### src/logic/dlic_pkg.sv
// Constants, register map and carrier types of the dual-level interrupt controller
package dlic_pkg;
	localparam int unsigned DATA_W = 32;
	localparam int unsigned ADDR_W = 12;
	localparam int unsigned STRB_W = DATA_W / 8;

	// Register byte offsets
	localparam logic [ADDR_W-1:0] OFS_NORM_RAW   = 12'h000;
	localparam logic [ADDR_W-1:0] OFS_NORM_MASK  = 12'h004;
	localparam logic [ADDR_W-1:0] OFS_NORM_CLR   = 12'h008;
	localparam logic [ADDR_W-1:0] OFS_NORM_STAT  = 12'h00c;
	localparam logic [ADDR_W-1:0] OFS_FAST_RAW   = 12'h010;
	localparam logic [ADDR_W-1:0] OFS_FAST_MASK  = 12'h014;
	localparam logic [ADDR_W-1:0] OFS_FAST_CLR   = 12'h018;
	localparam logic [ADDR_W-1:0] OFS_FAST_STAT  = 12'h01c;
	localparam logic [ADDR_W-1:0] OFS_SOFT_CFG   = 12'h020;

	// Source bit positions, shared by every status and mask register
	localparam int unsigned BIT_FAST_ALL = 0;
	localparam int unsigned BIT_PROG     = 1;
	localparam int unsigned SRC_LO       = 2;
	localparam int unsigned SRC_HI       = 24;
	localparam int unsigned SRC_N        = SRC_HI - SRC_LO + 1;
	localparam int unsigned EXT_N        = 4;

	// Soft interrupt configuration bits
	localparam int unsigned CFG_PROG_NORM = 1;
	localparam int unsigned CFG_PROG_FAST = 2;

	// Writable bits and reset values of the masks and of the soft configuration
	localparam logic [DATA_W-1:0] MASK_VALID = 32'h01fffffc;
	localparam logic [DATA_W-1:0] CFG_VALID  = 32'h00000006;
	localparam logic [DATA_W-1:0] MASK_RST   = 32'h00000000;
	localparam logic [DATA_W-1:0] CFG_RST    = 32'h00000000;

	// AXI responses
	localparam logic [1:0] RESP_OKAY   = 2'h0;
	localparam logic [1:0] RESP_SLVERR = 2'h2;

	// On-chip request lines, one field per source (external pins come separately)
	typedef struct packed {
		logic pwm_sync;
		logic pwm_trip;
		logic logic_array1;
		logic logic_array0;
		logic supply_monitor;
		logic comparator;
		logic uart;
		logic spi_master;
		logic spi_slave;
		logic i2c1_master;
		logic i2c0_master;
		logic i2c0_slave;
		logic pll_lock;
		logic adc;
		logic flash;
		logic watchdog;
		logic wakeup;
		logic timer1;
		logic timer0;
	} dlic_src_t;

	// Outputs to the processor core
	typedef struct packed {
		logic normal_request;
		logic fast_exception_request;
	} dlic_core_t;
endpackage

### src/logic/dlic_top.sv
// Dual-level interrupt controller with an AXI4-Lite register slave
// Function
// RULE1: Accept 23 separately maskable interrupt sources.
// RULE2: Same bit index, same source, every register.
// RULE3: Bits 2-8: timers, flash, converter, lock.
// RULE4: Bits 9-24: serial, pins, monitors, array, pwm.
// RULE5: Raw status follows live request lines.
// RULE6: Mask bit one enables, zero blocks source.
// RULE7: Mask write sets ones, ignores zeros.
// RULE8: Clear register drops mask bits written one.
// RULE9: Enabled status is raw gated by mask.
// RULE10: Normal output ORs all normal status bits.
// RULE11: No priority encoding, no vector generated.
// RULE12: Fast level has identical four registers.
// RULE13: Fast output ORs bits 31-1; mirrored bit 0.
// RULE14: Fast mask write one clears normal bit.
// RULE15: Normal mask write one clears fast bit.
// RULE16: Bit 1 inert in masks and clears.
// RULE17: Programmed interrupts unmaskable, set by config.
// RULE18: Config bit 2 drives fast bit 1.
// RULE19: Config bit 1 drives normal bit 1.
// RULE20: Peripherals hold requests past interrupt latency.
`timescale 1ns/1ns
module dlic_top (
	input  wire logic                               clk_sys,
	input  wire logic                               rst_b,
	input  wire dlic_pkg::dlic_src_t                periph_req,
	input  wire logic [dlic_pkg::EXT_N-1:0]         ext_req_pin,
	output dlic_pkg::dlic_core_t                    core_req,
	input  wire logic [dlic_pkg::ADDR_W-1:0]        s_axi_awaddr,
	input  wire logic                               s_axi_awvalid,
	output logic                                    s_axi_awready,
	input  wire logic [dlic_pkg::DATA_W-1:0]        s_axi_wdata,
	input  wire logic [dlic_pkg::STRB_W-1:0]        s_axi_wstrb,
	input  wire logic                               s_axi_wvalid,
	output logic                                    s_axi_wready,
	output logic [1:0]                              s_axi_bresp,
	output logic                                    s_axi_bvalid,
	input  wire logic                               s_axi_bready,
	input  wire logic [dlic_pkg::ADDR_W-1:0]        s_axi_araddr,
	input  wire logic                               s_axi_arvalid,
	output logic                                    s_axi_arready,
	output logic [dlic_pkg::DATA_W-1:0]             s_axi_rdata,
	output logic [1:0]                              s_axi_rresp,
	output logic                                    s_axi_rvalid,
	input  wire logic                               s_axi_rready
);
	logic [dlic_pkg::EXT_N-1:0]   ext_s1_r;
	logic [dlic_pkg::EXT_N-1:0]   ext_s2_r;
	logic [dlic_pkg::SRC_N-1:0]   src_q_r;
	logic [dlic_pkg::SRC_N-1:0]   src_nxt;
	logic [dlic_pkg::DATA_W-1:0]  norm_mask_r;
	logic [dlic_pkg::DATA_W-1:0]  fast_mask_r;
	logic [dlic_pkg::DATA_W-1:0]  soft_cfg_r;
	logic [dlic_pkg::DATA_W-1:0]  norm_raw;
	logic [dlic_pkg::DATA_W-1:0]  fast_raw;
	logic [dlic_pkg::DATA_W-1:0]  norm_stat;
	logic [dlic_pkg::DATA_W-1:0]  fast_stat;
	logic [dlic_pkg::DATA_W-1:0]  src_word;
	logic                         fast_any;
	logic                         norm_req_r;
	logic                         fast_req_r;
	logic [dlic_pkg::ADDR_W-1:0]  awaddr_r;
	logic                         aw_hold_r;
	logic [dlic_pkg::DATA_W-1:0]  wdata_r;
	logic [dlic_pkg::STRB_W-1:0]  wstrb_r;
	logic                         w_hold_r;
	logic                         bvalid_r;
	logic [1:0]                   bresp_r;
	logic                         rvalid_r;
	logic [1:0]                   rresp_r;
	logic [dlic_pkg::DATA_W-1:0]  rdata_r;
	logic                         wr_fire;
	logic [dlic_pkg::DATA_W-1:0]  lane_mask;
	logic [dlic_pkg::DATA_W-1:0]  wr_bits;
	logic [dlic_pkg::DATA_W-1:0]  wr_mask_bits;
	logic                         wr_mapped;
	logic [dlic_pkg::DATA_W-1:0]  rd_word;
	logic                         rd_mapped;

	// External pins are asynchronous: two stages before anything looks at them
	always_ff @(posedge clk_sys or negedge rst_b) begin
		if (!rst_b) begin
			ext_s1_r <= '0;
			ext_s2_r <= '0;
		end else begin
			ext_s1_r <= ext_req_pin;
			ext_s2_r <= ext_s1_r;
		end
	end

	// Place each request at its fixed index, high index first
	always_comb begin
		src_nxt = {
			periph_req.pwm_sync,        // RULE4
			periph_req.pwm_trip,
			ext_s2_r[3],
			ext_s2_r[2],
			periph_req.logic_array1,
			periph_req.logic_array0,
			ext_s2_r[1],
			periph_req.supply_monitor,
			periph_req.comparator,
			ext_s2_r[0],
			periph_req.uart,
			periph_req.spi_master,
			periph_req.spi_slave,
			periph_req.i2c1_master,
			periph_req.i2c0_master,
			periph_req.i2c0_slave,
			periph_req.pll_lock,        // RULE3
			periph_req.adc,
			periph_req.flash,
			periph_req.watchdog,
			periph_req.wakeup,
			periph_req.timer1,
			periph_req.timer0
		};
	end

	// Sample the level-type requests; no latching, a dropped request clears at once
	always_ff @(posedge clk_sys or negedge rst_b) begin
		if (!rst_b) begin
			src_q_r <= '0;
		end else begin
			src_q_r <= src_nxt; // RULE5 RULE20
		end
	end

	// Sources widened to a register word; the same word feeds both levels
	always_comb begin
		src_word = '0;
		src_word[dlic_pkg::SRC_HI:dlic_pkg::SRC_LO] = src_q_r; // RULE1 RULE2
	end

	// Fast level first, since its combined request lands in bit 0 of both levels
	always_comb begin
		fast_raw = src_word; // RULE12
		fast_raw[dlic_pkg::BIT_PROG] = soft_cfg_r[dlic_pkg::CFG_PROG_FAST]; // RULE17 RULE18
		fast_stat = fast_raw & fast_mask_r; // RULE9 RULE6
		fast_stat[dlic_pkg::BIT_PROG] = soft_cfg_r[dlic_pkg::CFG_PROG_FAST]; // RULE17
		fast_any = |fast_stat[dlic_pkg::DATA_W-1:1]; // RULE13
		fast_raw[dlic_pkg::BIT_FAST_ALL] = fast_any; // RULE13
		fast_stat[dlic_pkg::BIT_FAST_ALL] = fast_any;
	end

	// Normal level; bit 0 shows the fast request, so a fast event also wakes it
	always_comb begin
		norm_raw = src_word;
		norm_raw[dlic_pkg::BIT_PROG] = soft_cfg_r[dlic_pkg::CFG_PROG_NORM]; // RULE19
		norm_raw[dlic_pkg::BIT_FAST_ALL] = fast_any; // RULE13
		norm_stat = norm_raw & norm_mask_r; // RULE9 RULE6
		norm_stat[dlic_pkg::BIT_PROG] = soft_cfg_r[dlic_pkg::CFG_PROG_NORM]; // RULE17 RULE19
		norm_stat[dlic_pkg::BIT_FAST_ALL] = fast_any;
	end

	// Plain OR of status words; the handler finds the source itself
	always_ff @(posedge clk_sys or negedge rst_b) begin
		if (!rst_b) begin
			norm_req_r <= 1'b0;
			fast_req_r <= 1'b0;
		end else begin
			norm_req_r <= |norm_stat; // RULE10 RULE11
			fast_req_r <= fast_any; // RULE13
		end
	end

	// One driver for the whole carrier; normal request is the upper field
	assign core_req = {norm_req_r, fast_req_r};

	// Write address and data are held independently; either may come first
	assign s_axi_awready = !aw_hold_r && !bvalid_r;
	assign s_axi_wready  = !w_hold_r && !bvalid_r;
	assign wr_fire       = aw_hold_r && w_hold_r && !bvalid_r;

	always_ff @(posedge clk_sys or negedge rst_b) begin
		if (!rst_b) begin
			aw_hold_r <= 1'b0;
			awaddr_r  <= '0;
		end else if (s_axi_awvalid && s_axi_awready) begin
			aw_hold_r <= 1'b1;
			awaddr_r  <= s_axi_awaddr;
		end else if (wr_fire) begin
			aw_hold_r <= 1'b0;
		end
	end

	always_ff @(posedge clk_sys or negedge rst_b) begin
		if (!rst_b) begin
			w_hold_r <= 1'b0;
			wdata_r  <= '0;
			wstrb_r  <= '0;
		end else if (s_axi_wvalid && s_axi_wready) begin
			w_hold_r <= 1'b1;
			wdata_r  <= s_axi_wdata;
			wstrb_r  <= s_axi_wstrb;
		end else if (wr_fire) begin
			w_hold_r <= 1'b0;
		end
	end

	// Byte strobes gate which data bits count as written ones
	genvar gi;
	generate
		for (gi = 0; gi < dlic_pkg::STRB_W; gi++) begin : g_lane
			assign lane_mask[gi*8 +: 8] = {8{wstrb_r[gi]}};
		end
	endgenerate

	assign wr_bits      = wdata_r & lane_mask;
	assign wr_mask_bits = wr_bits & dlic_pkg::MASK_VALID; // RULE16

	// Status registers are read-only: writes to them are accepted and dropped
	always_comb begin
		case (awaddr_r)
			dlic_pkg::OFS_NORM_RAW,
			dlic_pkg::OFS_NORM_MASK,
			dlic_pkg::OFS_NORM_CLR,
			dlic_pkg::OFS_NORM_STAT,
			dlic_pkg::OFS_FAST_RAW,
			dlic_pkg::OFS_FAST_MASK,
			dlic_pkg::OFS_FAST_CLR,
			dlic_pkg::OFS_FAST_STAT,
			dlic_pkg::OFS_SOFT_CFG: wr_mapped = 1'b1;
			default: wr_mapped = 1'b0;
		endcase
	end

	// Normal mask: set-only writes, separate clear, and eviction by fast enables
	always_ff @(posedge clk_sys or negedge rst_b) begin
		if (!rst_b) begin
			norm_mask_r <= dlic_pkg::MASK_RST;
		end else if (wr_fire) begin
			case (awaddr_r)
				dlic_pkg::OFS_NORM_MASK: norm_mask_r <= norm_mask_r | wr_mask_bits; // RULE7
				dlic_pkg::OFS_NORM_CLR:  norm_mask_r <= norm_mask_r & ~wr_mask_bits; // RULE8
				dlic_pkg::OFS_FAST_MASK: norm_mask_r <= norm_mask_r & ~wr_mask_bits; // RULE14
				default:                 norm_mask_r <= norm_mask_r;
			endcase
		end
	end

	// Fast mask mirrors the normal one; a source can never be on both levels
	always_ff @(posedge clk_sys or negedge rst_b) begin
		if (!rst_b) begin
			fast_mask_r <= dlic_pkg::MASK_RST;
		end else if (wr_fire) begin
			case (awaddr_r)
				dlic_pkg::OFS_FAST_MASK: fast_mask_r <= fast_mask_r | wr_mask_bits; // RULE12 RULE7
				dlic_pkg::OFS_FAST_CLR:  fast_mask_r <= fast_mask_r & ~wr_mask_bits; // RULE8
				dlic_pkg::OFS_NORM_MASK: fast_mask_r <= fast_mask_r & ~wr_mask_bits; // RULE15
				default:                 fast_mask_r <= fast_mask_r;
			endcase
		end
	end

	// Soft configuration is a plain register; only bits 2 and 1 exist
	always_ff @(posedge clk_sys or negedge rst_b) begin
		if (!rst_b) begin
			soft_cfg_r <= dlic_pkg::CFG_RST;
		end else if (wr_fire && awaddr_r == dlic_pkg::OFS_SOFT_CFG) begin
			soft_cfg_r <= ((soft_cfg_r & ~lane_mask) | wr_bits) & dlic_pkg::CFG_VALID;
		end
	end

	// Write response one cycle after both halves are held
	always_ff @(posedge clk_sys or negedge rst_b) begin
		if (!rst_b) begin
			bvalid_r <= 1'b0;
			bresp_r  <= dlic_pkg::RESP_OKAY;
		end else if (wr_fire) begin
			bvalid_r <= 1'b1;
			bresp_r  <= wr_mapped ? dlic_pkg::RESP_OKAY : dlic_pkg::RESP_SLVERR;
		end else if (s_axi_bready) begin
			bvalid_r <= 1'b0;
		end
	end

	assign s_axi_bvalid = bvalid_r;
	assign s_axi_bresp  = bresp_r;

	// Read decode; clear registers are write-only and read as zero
	always_comb begin
		rd_mapped = 1'b1;
		case (s_axi_araddr)
			dlic_pkg::OFS_NORM_RAW:  rd_word = norm_raw;
			dlic_pkg::OFS_NORM_MASK: rd_word = norm_mask_r;
			dlic_pkg::OFS_NORM_CLR:  rd_word = '0;
			dlic_pkg::OFS_NORM_STAT: rd_word = norm_stat;
			dlic_pkg::OFS_FAST_RAW:  rd_word = fast_raw;
			dlic_pkg::OFS_FAST_MASK: rd_word = fast_mask_r;
			dlic_pkg::OFS_FAST_CLR:  rd_word = '0;
			dlic_pkg::OFS_FAST_STAT: rd_word = fast_stat;
			dlic_pkg::OFS_SOFT_CFG:  rd_word = soft_cfg_r;
			default: begin
				rd_word   = '0;
				rd_mapped = 1'b0;
			end
		endcase
	end

	// One read at a time; a new address is refused while data is waiting
	assign s_axi_arready = !rvalid_r;

	always_ff @(posedge clk_sys or negedge rst_b) begin
		if (!rst_b) begin
			rvalid_r <= 1'b0;
			rdata_r  <= '0;
			rresp_r  <= dlic_pkg::RESP_OKAY;
		end else if (s_axi_arvalid && s_axi_arready) begin
			rvalid_r <= 1'b1;
			rdata_r  <= rd_word;
			rresp_r  <= rd_mapped ? dlic_pkg::RESP_OKAY : dlic_pkg::RESP_SLVERR;
		end else if (s_axi_rready) begin
			rvalid_r <= 1'b0;
		end
	end

	assign s_axi_rvalid = rvalid_r;
	assign s_axi_rdata  = rdata_r;
	assign s_axi_rresp  = rresp_r;
endmodule // dlic_top

### config.mk
export PLATFORM = sky130hd
export DESIGN_NAME = dlic_top
export DESIGN_NICKNAME = d
export VERILOG_FILES = /design/src/logic/dlic_pkg.sv /design/src/logic/dlic_top.sv
export SDC_FILE = /design/constraint.sdc
export NUM_CORES = 1
export LEC_CHECK = 0
export ABC_AREA = 1
export BUFFER_PORTS_ARGS = -buffer_cell sky130_fd_sc_hd__buf_2
export CORE_ASPECT_RATIO = 1.5
export CORE_MARGIN = 8
export CORE_UTILIZATION = 40
export DETAILED_ROUTE_END_ITERATION = 10
export PLACE_DENSITY = 0.67
export SLEW_MARGIN = 0
export SYNTH_ARGS = -nofsm -noshare
export SYNTH_HDL_FRONTEND = slang
export SYNTH_SLANG_ARGS = --single-unit
export TNS_END_PERCENT = 10
### constraint.sdc
create_clock -name clk_sys -period 1.8 [get_ports clk_sys]
set_clock_uncertainty 0.05 [all_clocks]
set_input_delay 0.27 -clock clk_sys [delete_from_list [all_inputs] [get_ports clk_sys]]
set_output_delay 0.27 -clock clk_sys [all_outputs]
set_load 0.01 [all_outputs]
==> flow_summary.json <==
{
  "htree_levels": 4,
  "yosys_warnings": 0,
  "rsz0062_at_grt": "no",
  "grt_pass1_wl_mm": 35.0,
  "portBuffers": 115,
  "fillCellCount": 1984,
  "fin_crit_ps": 1640,
  "drtPass1Iterations": 5,
  "ios": 133,
  "leakagePower_nw": 5.56,
  "area_growth_pct": 20.4,
  "startpoint": "awaddr_r[0]$_DFFE_PN0P_",
  "path_delay_family": "simple AND/OR/NAND/NOR gates",
  "cp_data_required_time_ps": 2070,
  "cap_violations": 0,
  "placed_cell_area_um2": 9060,
  "power_density_nw_per_um2": 1010,
  "final_common_cell": "nand2_1",
  "synth_top_area_cell": "dfrtp_1",
  "cpMaxStageDelayCell": "dfrtp_1",
  "path_buf_inv": 1,
  "synth_async_sr_flop_share": 1.00,
  "irDropWorstVdd_uv": 1350,
  "ant_nets": 0,
  "run_status": "completed",
  "clockRootBuffer": "clkbuf_16",
  "cts.sinks": 152,
  "cpMostUsedCell": "nand2_1",
  "nets": 1295,
  "routed_wl_mm": 21.0,
  "netlist_instances": 1081,
  "syn_area_um2": 8260,
  "dp_hpwl_mm": 14.8,
  "syn_area_per_cell_um2": 7.64,
  "grt_pass1_vias": 7000,
  "cts_buffer_depth": 2,
  "cts_tree": "built",
  "finalSetupTns_ps": 0,
  "regToRegSetupSlack_ps": 160,
  "grt_max_degree": 94,
  "hold_violations": 0,
  "clock.fmax_mhz": 611,
  "arrival_ps": 1910,
  "synth_seq_cells": 152,
  "rows": 64,
  "initialDrtViolationCount": 414,
  "cts_made_buffers": 17,
  "vias": 7291,
  "ys.flop_type": "dfrtp_1",
  "cts_resized": 0,
  "clkLatencyLatePin_ps": 440,
  "grt.total_usage": 0.167,
  "multi_input_area_um2": 3650,
  "drc_errors": 0,
  "insertedDiodeCount": 0,
  "setup-violations-final": 0,
  "drv_slew": 0,
  "layout-drive-gt1-share": 0.195,
  "postLayoutSetupSlackWorst_ps": 164,
  "hold_path_class": "primary input to flip-flop",
  "timing.final.crit_share": 0.909,
  "critPathMaxStageDelay_ps": 360,
  "preCtsSetupSlack_ps": 190,
  "core-area_um2": 20300,
  "avgRoutedWirePerCell_um": 14.2,
  "critPathMaxFanout": 11,
  "path_class": "flip-flop to flip-flop",
  "utilization": 0.489,
  "regArea_um2": 3800,
  "cp.depth": 8,
  "holdWs_ps": 13.1,
  "die_h_um": 192,
  "critPathLaunchType": "flip-flop",
  "r2r-start": "awaddr_r[0]$_DFFE_PN0P_",
  "r2r.worst_path.cells": 8,
  "path_clk_slew_ps": 70,
  "start_util": 0.406,
  "synth_top_area_frac": 0.461,
  "crit_chain": "inv_1 > nand2_1 > nor2_2 > nand3_2 > nand3_2 > nand3_1 > nand2_1 > nand2_1",
  "viasPerCell": 4.92,
  "dieArea_um2": 25600,
  "synth_edf_count": 0,
  "die_w_um": 133,
  "overflow": 0,
  "final_area_um2": 9940,
  "ys_top_cells_by_area": "dfrtp_1 (46%), nand2_1 (15%), nand3_1 (9.0%)",
  "yosysSeqAreaShare": 0.461,
  "mostFrequentLayoutCells": "nand2_1 (336), dfrtp_1 (152), nand3_1 (148), nor2_1 (126), buf_2 (114)",
  "synth.distinct_cells": 31,
  "antenna_found_initial": 0,
  "endpoint_kind": "flip-flop",
  "place.gp.congestion": 0.822
}
## final cells by class
class,instances,area share
clock buffers,17,0.0428
clock inverters,15,0.0157
inverters,104,0.0393
multi-input cells,765,0.368
flip-flops and latches,152,0.383
well taps,264,0.0332
repair buffers,165,0.118
## Yosys cell counts (2+ instances only)
cell type / number
mux2_2: 28
a21oi_1: 14
clkbuf_1: 8
buf_6: 9
buf_4: 25
nand2_1: 336
inv_2: 10
o21ai_0: 6
inv_1: 93
nor2_8: 2
nor2_1: 126
nor2_2: 6
nand2_2: 6
buf_2: 27
nor3_1: 2
nor2_4: 5
nand3_2: 4
nand4_1: 58
nand3_1: 148
o21ai_1: 4
dfrtp_1: 152
nand3_4: 3
## metrics by stage
stage	total power, mW	std cells
6_report	10.1	1482
5_1_grt	10.6	1482
4_1_cts	10.2	1481
3_5_place_dp	6.57	1421
3_3_place_gp	6.48	1421
2_1_floorplan	5.93	1089
## per-layer routing
layer,up-vias,track usage,wire (um)
met4,0,0.0642,449
met2,210,0.277,10200
met3,27,0.0398,1280
met5,-,0,0
li1,3691,-,-
met1,3363,0.208,9070
## how the worst min path moves through the flow
stage                     from                       to  slack [ps]  cells past startpoint
2_1_floorplan            rst_b                async pin         -80                      0
3_3_place_gp             rst_b  wdata_r[24]$_DFFE_PN0P_         150                      1
3_5_place_dp             rst_b  wdata_r[24]$_DFFE_PN0P_         150                      1
4_1_cts        s_axi_awaddr[7]  awaddr_r[7]$_DFFE_PN0P_           2                      2
5_1_grt         s_axi_wdata[8]   wdata_r[8]$_DFFE_PN0P_          10                      2
6_report       s_axi_awaddr[7]  awaddr_r[7]$_DFFE_PN0P_          10                      2
## power by group
group,leakage [nW],internal [mW],switching (mW)
logic,3.34,0.809,1.40
registers,1.94,3.95,0.378
clock network,0.283,1.96,1.57
## cell families after synthesis
kind of cell           Yosys count  share of synthesized area
multiplexers                    28                     0.0382
flip-flops                     152                      0.461
buffers and inverters          173                      0.102
AND/OR/NAND/NOR                701                      0.382
AO/OA/AOI/OAI                   26                     0.0165
other                            1                   0.000454
## timing repair
action / CTS / global route
endpoints found under the setup margin: 0 / 12
hold buffers: 28 / 0
buffers inserted: 0 / 0
endpoints found under the hold margin: 58 / 0
(Power assumes the default switching activity.)
